===== src/shared/bvsr_pkg.sv =====
// Constants for the two buck voltage/mode setting registers.
// Assumes a single 25 MHz register clock shared with the control logic.
package bvsr_pkg;
  localparam int ADDR_W = 8;
  localparam int DATA_W = 8;
  localparam int CODE_W = 6;
  localparam int MV_W = 11;
  localparam int CNT_W = 17;
  localparam int NUM_BUCK = 2;
  // Register map
  localparam logic [ADDR_W-1:0] BUCK1_ADDR = 8'h16;
  localparam logic [ADDR_W-1:0] BUCK2_ADDR = 8'h17;
  localparam logic [DATA_W-1:0] REG_RESET = 8'h99;
  // Field layout
  localparam int PFM_BIT = 7;
  localparam int RSVD_BIT = 6;
  localparam int CODE_MSB = 5;
  localparam logic PFM_RESET = 1'h1;
  localparam logic [CODE_W-1:0] CODE_RESET = 6'h19;
  // Code table: 10 mV steps up to the knee, 25 mV steps above
  localparam logic [CODE_W-1:0] CODE_KNEE = 6'h32;
  localparam logic [MV_W-1:0] MV_BASE = 11'h352;
  localparam logic [MV_W-1:0] MV_KNEE = 11'h546;
  localparam logic [MV_W-1:0] MV_STEP_FINE = 11'h00a;
  localparam logic [MV_W-1:0] MV_STEP_COARSE = 11'h019;
  // Monitor blanking after a write
  localparam int CLK_HZ = 25000000;
  localparam int BLANK_MS = 5;
  localparam int BLANK_CYC = BLANK_MS * (CLK_HZ / 1000);
endpackage


===== src/verilog/bvsr_blank_timer.sv =====
// Retriggerable blanking timer for one converter's voltage monitors.
// Assumes start_i is a one-cycle pulse on the register clock.
`timescale 1ns/1ps
module bvsr_blank_timer #(
  parameter int CYCLES = bvsr_pkg::BLANK_CYC
) (
  input wire logic clk_i,
  input wire logic srst_i,
  input wire logic start_i,
  output logic blank_o
);
  logic [bvsr_pkg::CNT_W-1:0] cnt_r;
  logic [bvsr_pkg::CNT_W-1:0] cnt_nxt;

  // Restart wins over countdown so back-to-back writes extend the window
  always_comb begin
    cnt_nxt = cnt_r;
    if (start_i) begin
      cnt_nxt = bvsr_pkg::CNT_W'(CYCLES);
    end else if (cnt_r != '0) begin
      cnt_nxt = cnt_r - 1'b1;
    end
  end

  always_ff @(posedge clk_i) begin
    if (srst_i) begin
      cnt_r <= '0;
    end else begin
      cnt_r <= cnt_nxt;
    end
  end

  assign blank_o = (cnt_r != '0);
endmodule


===== src/verilog/bvsr_regs.sv =====
// Voltage/mode setting registers for the first two buck converters.
// Assumes unlock, go and load strobes come from logic on the same clock.
//
// How it works
// RL1: First register at 0x16, resets to 0x99.
// RL2: Second register at 0x17, same layout, 0x99.
// RL3: Writes accepted only after password unlock.
// RL4: Any accepted write blanks that converter's monitors 5 ms.
// RL5: New code applies on go or go-disable.
// RL6: Bit7 pulse-skip enable, bit6 reserved reads zero.
// RL7: Code 19h reset, 0h-32h 10 mV steps.
// RL8: Codes 33h-3Fh 25 mV steps, both converters.
// RL9: Shadow code copied on go; nonvolatile default load.
`timescale 1ns/1ps
module bvsr_regs #(
  parameter int BLANK_CYCLES = bvsr_pkg::BLANK_CYC
) (
  input wire logic clk_i,
  input wire logic srst_i,
  input wire logic wr_en_i,
  input wire logic rd_en_i,
  input wire logic [bvsr_pkg::ADDR_W-1:0] addr_i,
  input wire logic [bvsr_pkg::DATA_W-1:0] wdata_i,
  input wire logic unlock_i,
  input wire logic go_i,
  input wire logic apply_with_disable_bit_i,
  input wire logic nv_load_i,
  input wire logic [bvsr_pkg::CODE_W-1:0] nv_code_one_i,
  input wire logic [bvsr_pkg::CODE_W-1:0] nv_code_two_i,
  output logic [bvsr_pkg::DATA_W-1:0] rdata_o,
  output logic rvalid_o,
  output logic wr_rejected_o,
  output logic apply_disable_o,
  output logic [bvsr_pkg::CODE_W-1:0] buck_converter_one_code_o,
  output logic [bvsr_pkg::CODE_W-1:0] buck_converter_two_code_o,
  output logic [bvsr_pkg::MV_W-1:0] buck_converter_one_mv_o,
  output logic [bvsr_pkg::MV_W-1:0] buck_converter_two_mv_o,
  output logic buck_converter_one_pfm_o,
  output logic buck_converter_two_pfm_o,
  output logic buck_converter_one_blank_o,
  output logic buck_converter_two_blank_o
);
  localparam int N = bvsr_pkg::NUM_BUCK;

  // Code to millivolts, two-slope table
  function automatic logic [bvsr_pkg::MV_W-1:0] code_to_mv(
    input logic [bvsr_pkg::CODE_W-1:0] code
  );
    logic [bvsr_pkg::MV_W-1:0] wide;
    wide = bvsr_pkg::MV_W'(code);
    if (code <= bvsr_pkg::CODE_KNEE) begin
      code_to_mv = bvsr_pkg::MV_BASE + bvsr_pkg::MV_W'(wide * bvsr_pkg::MV_STEP_FINE); // RL7
    end else begin
      code_to_mv = bvsr_pkg::MV_KNEE + bvsr_pkg::MV_W'( // RL8
        (wide - bvsr_pkg::MV_W'(bvsr_pkg::CODE_KNEE)) * bvsr_pkg::MV_STEP_COARSE);
    end
  endfunction

  // Address decode: hit flag and converter index
  function automatic logic [1:0] decode(input logic [bvsr_pkg::ADDR_W-1:0] a);
    decode = 2'h0;
    if (a == bvsr_pkg::BUCK1_ADDR) begin
      decode = 2'h2; // RL1
    end else if (a == bvsr_pkg::BUCK2_ADDR) begin
      decode = 2'h3; // RL2
    end
  endfunction

  // Millivolts of the reset code, fixed at elaboration
  localparam logic [bvsr_pkg::MV_W-1:0] MV_RESET = code_to_mv(bvsr_pkg::CODE_RESET);

  // Register image as the host sees it
  logic [N-1:0] pfm_r;
  logic [N-1:0] pfm_nxt;
  logic [bvsr_pkg::CODE_W-1:0] shadow_r [N];
  logic [bvsr_pkg::CODE_W-1:0] shadow_nxt [N];
  logic rej_r;
  logic rej_nxt;
  // Settings the converters run on
  logic [bvsr_pkg::CODE_W-1:0] active_r [N];
  logic [bvsr_pkg::CODE_W-1:0] active_nxt [N];
  logic [bvsr_pkg::MV_W-1:0] mv_r [N];
  logic [bvsr_pkg::MV_W-1:0] mv_nxt [N];
  logic adis_r;
  logic adis_nxt;
  // Read port
  logic [bvsr_pkg::DATA_W-1:0] rdata_r;
  logic [bvsr_pkg::DATA_W-1:0] rdata_nxt;
  logic rvalid_r;
  logic rvalid_nxt;
  // Decode and strobes
  logic [N-1:0] blank_start;
  logic [1:0] wdec;
  logic [1:0] rdec;
  logic wr_hit;
  logic wr_ok;
  logic wr_idx;
  logic rd_idx;
  logic apply_any;
  logic [bvsr_pkg::CODE_W-1:0] nv_code [N];

  assign wdec = decode(addr_i);
  assign rdec = wdec;
  assign nv_code[0] = nv_code_one_i;
  assign nv_code[1] = nv_code_two_i;

  // A refused write must leave every setting register and timer untouched; it only sets rej_r
  assign wr_hit = wr_en_i && wdec[1];
  assign wr_ok = wr_hit && unlock_i; // RL3
  assign wr_idx = wdec[0];
  assign rd_idx = rdec[0];
  // Either trigger bit moves both converters at once
  assign apply_any = go_i || apply_with_disable_bit_i; // RL5

  // Register image: host writes and nonvolatile load
  always_comb begin
    pfm_nxt = pfm_r;
    shadow_nxt = shadow_r;
    blank_start = '0;
    rej_nxt = 1'b0;
    if (nv_load_i) begin
      // Load first, so a host write in the same cycle wins
      for (int i = 0; i < N; i++) begin
        shadow_nxt[i] = nv_code[i]; // RL9
      end
    end
    if (wr_ok) begin
      pfm_nxt[wr_idx] = wdata_i[bvsr_pkg::PFM_BIT]; // RL6
      shadow_nxt[wr_idx] = wdata_i[bvsr_pkg::CODE_MSB:0]; // RL9
      blank_start[wr_idx] = 1'b1; // RL4
    end else if (wr_hit) begin
      rej_nxt = 1'b1; // RL3
    end
  end

  always_ff @(posedge clk_i) begin
    if (srst_i) begin
      pfm_r <= {N{bvsr_pkg::PFM_RESET}}; // RL6
      for (int i = 0; i < N; i++) begin
        shadow_r[i] <= bvsr_pkg::CODE_RESET; // RL7
      end
      rej_r <= 1'b0;
    end else begin
      pfm_r <= pfm_nxt;
      shadow_r <= shadow_nxt;
      rej_r <= rej_nxt;
    end
  end

  // Converter settings: only a load or a trigger moves them, never a bare write
  always_comb begin
    active_nxt = active_r;
    adis_nxt = 1'b0;
    if (nv_load_i) begin
      for (int i = 0; i < N; i++) begin
        active_nxt[i] = nv_code[i]; // RL9
      end
    end
    // Trigger in the same cycle as a write applies the freshly written code
    if (apply_any) begin
      for (int i = 0; i < N; i++) begin
        active_nxt[i] = shadow_nxt[i]; // RL5
      end
      adis_nxt = apply_with_disable_bit_i;
    end
    for (int i = 0; i < N; i++) begin
      mv_nxt[i] = code_to_mv(active_nxt[i]); // RL7
    end
  end

  always_ff @(posedge clk_i) begin
    if (srst_i) begin
      for (int i = 0; i < N; i++) begin
        active_r[i] <= bvsr_pkg::CODE_RESET; // RL7
        mv_r[i] <= MV_RESET;
      end
      adis_r <= 1'b0;
    end else begin
      active_r <= active_nxt;
      mv_r <= mv_nxt;
      adis_r <= adis_nxt;
    end
  end

  // Read path; readback shows the shadow, reserved bit forced low
  always_comb begin
    rdata_nxt = rdata_r;
    rvalid_nxt = rd_en_i;
    if (rd_en_i) begin
      rdata_nxt = '0;
      if (rdec[1]) begin
        rdata_nxt[bvsr_pkg::PFM_BIT] = pfm_r[rd_idx];
        rdata_nxt[bvsr_pkg::RSVD_BIT] = 1'b0; // RL6
        rdata_nxt[bvsr_pkg::CODE_MSB:0] = shadow_r[rd_idx];
      end
    end
  end

  always_ff @(posedge clk_i) begin
    if (srst_i) begin
      rdata_r <= '0;
      rvalid_r <= 1'b0;
    end else begin
      rdata_r <= rdata_nxt;
      rvalid_r <= rvalid_nxt;
    end
  end

  // One blanking window per converter
  bvsr_blank_timer #(.CYCLES(BLANK_CYCLES)) u_blank_one (
    .clk_i(clk_i),
    .srst_i(srst_i),
    .start_i(blank_start[0]),
    .blank_o(buck_converter_one_blank_o)
  );
  bvsr_blank_timer #(.CYCLES(BLANK_CYCLES)) u_blank_two (
    .clk_i(clk_i),
    .srst_i(srst_i),
    .start_i(blank_start[1]),
    .blank_o(buck_converter_two_blank_o)
  );

  assign rdata_o = rdata_r;
  assign rvalid_o = rvalid_r;
  assign wr_rejected_o = rej_r;
  assign apply_disable_o = adis_r;
  assign buck_converter_one_code_o = active_r[0];
  assign buck_converter_two_code_o = active_r[1];
  assign buck_converter_one_mv_o = mv_r[0];
  assign buck_converter_two_mv_o = mv_r[1];
  assign buck_converter_one_pfm_o = pfm_r[0];
  assign buck_converter_two_pfm_o = pfm_r[1];
endmodule


===== config.mk =====
export PLATFORM = sky130hd
export DESIGN_NAME = bvsr_regs
export DESIGN_NICKNAME = d
export VERILOG_FILES = /design/src/shared/bvsr_pkg.sv /design/src/verilog/bvsr_blank_timer.sv /design/src/verilog/bvsr_regs.sv
export SDC_FILE = /design/constraint.sdc
export NUM_CORES = 1
export LEC_CHECK = 0
export BUFFER_PORTS_ARGS = -buffer_cell sky130_fd_sc_hd__buf_2
export CAP_MARGIN = 15
export CORE_ASPECT_RATIO = 0.75
export CORE_MARGIN = 3
export CORE_UTILIZATION = 41
export DETAILED_ROUTE_END_ITERATION = 6
export PLACE_DENSITY = 0.65
export SLEW_MARGIN = 40
export SYNTH_ARGS = -nofsm -noshare
export SYNTH_HDL_FRONTEND = slang
export SYNTH_SLANG_ARGS = --single-unit
export TNS_END_PERCENT = 30

===== constraint.sdc =====
create_clock -name clk_i -period 6.9 [get_ports clk_i]
set_input_delay 1.38 -clock clk_i [delete_from_list [all_inputs] [get_ports clk_i]]
set_output_delay 1.38 -clock clk_i [all_outputs]
set_load 0.01 [all_outputs]

Word-level counts from Yosys, hierarchy flattened
Index checks and enable logic that the tools add are counted.
{"block": "word_totals", "ff_bits": 93, "output_inout_bits": 49, "wordCells": 76, "input_bits": 36}
{"block": "classes", "addsub": 8, "muxes": 26, "n_mul": 4, "n_bitwise": 2, "eq_ne": 2, "n_lt_le_gt_ge": 6, "n_reduce_logical": 13}
{"op": "$mux W17", "count": 4}
{"op": "$mux W12", "count": 4}
{"op": "$reduce_bool A17 Y1", "count": 2}
{"op": "$sub A17 B1 Y17 const B", "count": 2}
{"op": "$mux W6", "count": 4}
{"op": "$add A10 B10 Y11 const A", "count": 2}
{"op": "$add A11 B11 Y11 const A", "count": 2}
{"op": "$mul A7 B6 Y11 const B", "count": 2}
{"op": "$mux W11", "count": 2}
{"op": "$mul A6 B3 Y9 const B", "count": 2}
{"op": "$eq A8 B5 Y1 const B", "count": 2}
{"op": "$sub A6 B6 Y7 const B", "count": 2}
{"op": "$bwmux W12", "count": 1}
{"op": "$le A6 B6 Y1 const B", "count": 2}
{"op": "$mux W8", "count": 1}
{"op": "$reduce_or A2 Y1", "count": 4}
{"op": "$demux W6 S1", "count": 1}
{"op": "$mux W2", "count": 3}
{"op": "$logic_and A1 B1 Y1", "count": 4}
{"op": "$mux W1", "count": 4}
{"op": "$reduce_bool A2 Y1", "count": 2}
{"op": "$bwmux W2", "count": 1}
{"op": "$ge A2 B2 Y1 const B", "count": 1}
{"op": "$lt A1 B2 Y1 const B", "count": 1}
{"op": "other kinds (6)", "count": 6}

Longest topological paths before layout
{"block": "logic_depth", "word_depth": 15, "mapped_depth": 24, "ltp_nobuf": 21}

Modules after synthesis
A second synthesis with hierarchy kept.
{"block": "unflattened", "cells_unflattened": 772, "hier_area_um2": 6682.7}
{"mod": "bvsr_regs", "cells_each": 550, "seq_area_each_um2": 1161.1, "instances": 1, "area_each_um2": 4805.9}
{"mod": "bvsr_blank_timer", "cells_each": 111, "seq_area_each_um2": 340.3, "instances": 2, "area_each_um2": 938.4}

Least setup slack after synthesis
No wires, ideal clock.
{"block": "synth_timing", "kind": "input-to-reg", "start": "input port addr_i[5] (netlist name)", "end": "register mv_r, in the netlist buck_converter_one_mv_o[10]", "arrival_ns": 5.841, "setup_time_ns": 0.136, "slack_ns": 0.923, "cell_stages": 22, "n_path_buf": 1, "required_ns": 6.764, "path_cell_list": "or3b_1 buf_6 or4_4 a31oi_4 ha_1 and2_1 nor2_1 xor2_1 fa_1 ha_1 inv_1 fa_1 inv_1 ha_1 and4b_1 o21ai_0 nand2b_1 a21o_1 a21oi_1 xnor2_1 and2_0 o21ai_0"}
{"block": "synth_via", "elab_chain_len": 15, "elab_cells_between_ends": 22, "cone_classes": "3 x add/sub; 2 x mul; 3 x order compare; 2 x eq/ne; 8 x mux; 1 x bitwise; 3 x reduce/logical"}
{"element": "from (decl)", "line_no": "bvsr_regs.sv:22", "source": "input wire logic [bvsr_pkg::ADDR_W-1:0] addr_i,"}
{"element": "$eq A8 B5 Y1", "line_no": "bvsr_regs.sv:64", "source": "end else if (a == bvsr_pkg::BUCK2_ADDR) begin"}
{"element": "$mux W2", "line_no": "bvsr_regs.sv:64"}
{"element": "$mux W2 (*)", "line_no": "bvsr_regs.sv:62", "source": "if (a == bvsr_pkg::BUCK1_ADDR) begin"}
{"element": "$not A1 Y2 (implied by the code)", "line_no": "bvsr_regs.sv:129", "source": "shadow_nxt[wr_idx] = wdata_i[bvsr_pkg::CODE_MSB:0];"}
{"element": "$ge A2 B2 Y1 (implied by the code) / $lt A2 B1 Y1 (equally long branches)", "line_no": "bvsr_regs.sv:129"}
{"element": "$logic_and A1 B1 Y1 (implied by the code)", "line_no": "bvsr_regs.sv:129"}
{"element": "$mux W6 (implied by the code)", "line_no": "bvsr_regs.sv:129"}
{"element": "$demux W6 S1", "line_no": "bvsr_regs.sv:129"}
{"element": "$bwmux W12", "line_no": "bvsr_regs.sv:129"}
{"element": "$mux W12 (*)", "line_no": "bvsr_regs.sv:127", "source": "if (wr_ok) begin"}
{"element": "$mux W12 (*)", "line_no": "bvsr_regs.sv:160", "source": "if (apply_any) begin"}
{"element": "$sub A6 B6 Y7", "line_no": "bvsr_regs.sv:55", "source": "(wide - bvsr_pkg::MV_W'(bvsr_pkg::CODE_KNEE)) * bvsr_pkg::MV_STEP_COARSE);"}
{"element": "$mul A7 B6 Y11", "line_no": "bvsr_regs.sv:55"}
{"element": "$add A11 B11 Y11", "line_no": "bvsr_regs.sv:54", "source": "code_to_mv = bvsr_pkg::MV_KNEE + bvsr_pkg::MV_W'("}
{"element": "$mux W11 (*)", "line_no": "bvsr_regs.sv:51", "source": "if (code <= bvsr_pkg::CODE_KNEE) begin"}
{"element": "to (signal assigned)", "line_no": "bvsr_regs.sv:180", "source": "mv_r <= mv_nxt;"}
{"element": "to (decl)", "line_no": "bvsr_regs.sv:82", "source": "logic [bvsr_pkg::MV_W-1:0] mv_r [N];"}
Every way passes the cells marked *; elsewhere a longest branch is shown, timed or not.
A chain may end at the register's enable or synchronous reset.

Final worst setup path
Ends and elaborated chain as after synthesis.

==> impl_metrics.csv <==
group,metric,value,unit
grt,grt_first_pass_wirelength,25.5,mm
floorplan,fp.dieH,114,um
finish,drive_above_1_share,0.186,
grt,overflow,0,
drt,routed_wl,15.2,mm
setup_path,r2r_slack,2.09,ns
sta,min_period,6.18,ns
placement,portBuffers,82,
synth,netlist_area,0.00640,sq mm
drt,ant_nets,0,
synth,syn_nets,847,
setup_path,required,7.12,ns
clock_tree,clock-root-buffer,"clkbuf_16",
sta,period_share,0.896,
grt,grt_use_met3,0.0483,
sta,worst_pin_slew,0.723,ns
setup_path,crit_fanout,7,
clock_tree,cts_sinks,92,
sta,maxSlewHeadroom,0.514,
floorplan,io-pin-count,85,
finish,multiInputGateArea,0.00419,sq mm
clock_tree,cts_setup_buffers,0,
grt,grt_max_degree,50,
clock_tree,cts_tree,"done",
synth,synth-compound-area-share,0.143,
floorplan,start_util,0.430,
grt,grt_pass1_vias,5144,
clock_tree,clk-insertion-delay-late,0.35,ns
pwr,leakagePower,3.32,nW
hold_path,min_path_cells,2,
finish,finish.utilization,0.490,
synth,ys_async_sr_fraction,0,
synth,synth_edf_count,0,
sta,finalSetupViolCount,0,
grt,met2_usage,0.267,
hold_path,min-delay-path-class,"register to register",
placement,gp_routability_congestion,0.861,
drt,drc,0,
synth,synthAdderAreaFrac,0.174,
clock_tree,cts_inserted_buffers,9,
setup_path,arrival,6.40,ns
hold_path,hold_end,"u_blank_one.cnt_r[16]",
drt,drtIter0Drc,389,
pwr,irDropWorstVdd,0.152,mV
sta,finalSetupTns,0,ns
setup_path,worstReg2RegStart,"buck_converter_one_code_o[1]",
synth,ys_seq_elements,92,
drt,vias_per_cell,5.19,
synth,yosys_warnings,0,
drt,wl_per_cell,15.0,um
clock_tree,cts_max_level,3,
drt,drt-pass1-iter-count,5,
synth,postSynthCellCount,731,
sta,max_clock_freq,162,MHz
drt,routed-via-count,5269,
run_status,run_status,"finished clean",
placement,dp_hpwl,11.7,mm
grt,antenna_found_initial,0,
synth,synth_top_family_by_area,"simple AND/OR/NAND/NOR gates",
setup_path,critPathKind,"input port to register",
floorplan,core_area,0.0149,sq mm
clock_tree,clk_pin_slew,0.06,ns
grt,grtUsageTotal,0.185,
pwr,p_per_area,373,mW/mm^2
grt,grtUsageMet1,0.275,
hold_path,hp-start,"u_blank_one.cnt_r[16]",
finish,area_delta_synth_final,14.0,%
sta,finalMaxSlewViolations,0,
floorplan,rows,38,
setup_path,rr_worst_depth,21,
synth,synth_xor_area_frac,0.0849,
setup_path,cp-end-kind,"register",
sta,hold_violations,0,
synth,synth-simple-area-share,0.196,
synth,avgSynthCellArea,8.75,sq um
floorplan,die_w,150,um
run,drv_cap,0,
finish,n_fill_cell,1436,
floorplan,dieArea,0.0172,sq mm
grt,gr-max-usage-layer,"met1",
finish,regArea,0.00184,sq mm
clock_tree,ctsHoldBuffers,0,
synth,yosysUniqueCellTypes,81,
sta,rsz0062_at_grt,"no",
synth,ys_seq_area_frac,0.288,
finish,n_antenna_cell,0,
setup_path,timing.rr.end,"buck_converter_one_mv_o[10]",
finish,num-nets-final,927,
setup_path,cp-start-kind,"input port",
clock_tree,ctsResizeCount,0,
clock_tree,clk_path_buf_depth,2,
synth,synth_mux_area_frac,0.0567,
synth,synth_flop_cell,"dfxtp_1",
sta,fin_worst_skew,0.00524,ns
## per-layer routing
metal | vias to the layer above | share of wire
met5 | - | 0
met4 | 0 | 0.010
met3 | 15 | 0.062
met2 | 125 | 0.40
met1 | 2418 | 0.52
li1 | 2711 | -
## cells by family after synthesis
group,Yosys count
compound gates,136
buf+inv,86
other cells,1
xor+xnor,62
mux,34
fa+ha+maj,82
flops,92
simple gates,238
## worst max-delay path: stages
cell	delay, ns
buf_2	0.11
or3b_1	0.50
or4_4	0.54
a31oi_4	0.29
ha_1	0.32
and2_1	0.23
nor2_1	0.07
xor2_1	0.17
fa_1	0.43
ha_1	0.29
inv_1	0.05
fa_1	0.49
inv_1	0.04
ha_1	0.31
and4b_1	0.20
o21ai_0	0.15
nand2b_1	0.11
a21o_1	0.20
a21oi_1	0.17
xnor2_1	0.15
and2_0	0.14
o21ai_0	0.07
## how the worst max path moves through the flow
stage / end / slack, ns / from
final: buck_converter_one_mv_o[10] / 0.72 / addr_i[5]
after global routing: buck_converter_one_mv_o[10] / 0.43 / addr_i[5]
after CTS: buck_converter_one_mv_o[10] / 0.73 / addr_i[5]
after detailed placement: buck_converter_one_mv_o[10] / 0.37 / addr_i[5]
after global placement: buck_converter_one_mv_o[10] / 0.44 / addr_i[5]
after floorplan: buck_converter_one_mv_o[10] / 0.92 / addr_i[5]
## state kept, by name, indices dropped and copies added, names as in the netlist, 2 cells and up
| signal | count |
|---|---|
| buck_converter_one_code_o | 6 |
| buck_converter_one_mv_o | 11 |
| buck_converter_two_code_o | 6 |
| buck_converter_two_mv_o | 11 |
| pfm_r | 2 |
| rdata_o | 7 |
| shadow_r | 12 |
| u_blank_one.cnt_r | 17 |
| u_blank_two.cnt_r | 17 |
## layout make-up
class / instances / share of cell area
multi-input combinational: 553 / 0.574
clock buffer: 10 / 0.0314
tap: 200 / 0.0343
clock inverter: 6 / 0.00652
inverter: 59 / 0.0303
sequential: 92 / 0.252
timing repair buffer: 96 / 0.0706
## stage by stage
| stage | total power (W) | worst slack, ns | hold WS [ns] | instance area (sq um) | std cells |
|---|---|---|---|---|---|
| detailed placement | 0.00224 | 0.372 | 0.452 | 7020 | 1000 |
| floorplan | 0.00191 | 0.923 | 0.432 | 6400 | 731 |
| global route | 0.00298 | 0.434 | 0.478 | 7300 | 1016 |
| finish | 0.00272 | 0.718 | 0.460 | 7300 | 1016 |
| global placement | 0.00222 | 0.439 | 0.442 | 7020 | 1000 |
| CTS | 0.00273 | 0.734 | 0.463 | 7300 | 1016 |
## where the power goes
part / internal (W) / total (W) / switching [W]
sequential: 0.000656 / 0.000733 / 0.0000771
combinational: 0.000690 / 0.00151 / 0.000824
clock: 0.000248 / 0.000473 / 0.000225
total: 0.00159 / 0.00272 / 0.00113
## Yosys cell counts, types with 6 or more instances
| library cell | count | area share |
|---|---|---|
| nor2_1 | 56 | 0.033 |
| xor2_1 | 23 | 0.031 |
| a21o_1 | 12 | 0.014 |
| o21ai_0 | 22 | 0.017 |
| clkbuf_1 | 13 | 0.0076 |
| nand3_1 | 22 | 0.017 |
| and2_1 | 6 | 0.0059 |
| a21oi_1 | 45 | 0.035 |
| ha_1 | 68 | 0.13 |
| nor3_1 | 12 | 0.0094 |
| inv_1 | 56 | 0.033 |
| nand2b_1 | 15 | 0.015 |
| mux2_2 | 15 | 0.026 |
| nor4_1 | 6 | 0.0059 |
| dfxtp_1 | 92 | 0.29 |
| a211oi_1 | 10 | 0.012 |
| buf_4 | 8 | 0.0094 |
| fa_1 | 12 | 0.038 |
| xnor2_1 | 39 | 0.053 |
| nand2_1 | 61 | 0.036 |
| nor2b_1 | 9 | 0.0088 |
| a31oi_1 | 6 | 0.0059 |
| mux2i_1 | 18 | 0.028 |
## cells in the final DEF, fill, tap and decap left out, drive strengths merged, types with 4 or more instances in the layout
cell type,count
buf,96
dfxtp,92
ha,68
nand2,62
inv,59
nor2,56
a21oi,46
xnor2,39
o21ai,25
xor2,23
nand3,23
mux2i,19
nand2b,15
mux2,15
nor3,14
a21o,13
fa,12
a211oi,10
clkbuf,10
nor2b,9
and2,9
a31oi,8
nor4,7
or4,7
and3,5
clkinv,5
or3,4
or2,4
nor3b,4
nand3b,4
No activity file was read; power rests on OpenSTA's default activity.
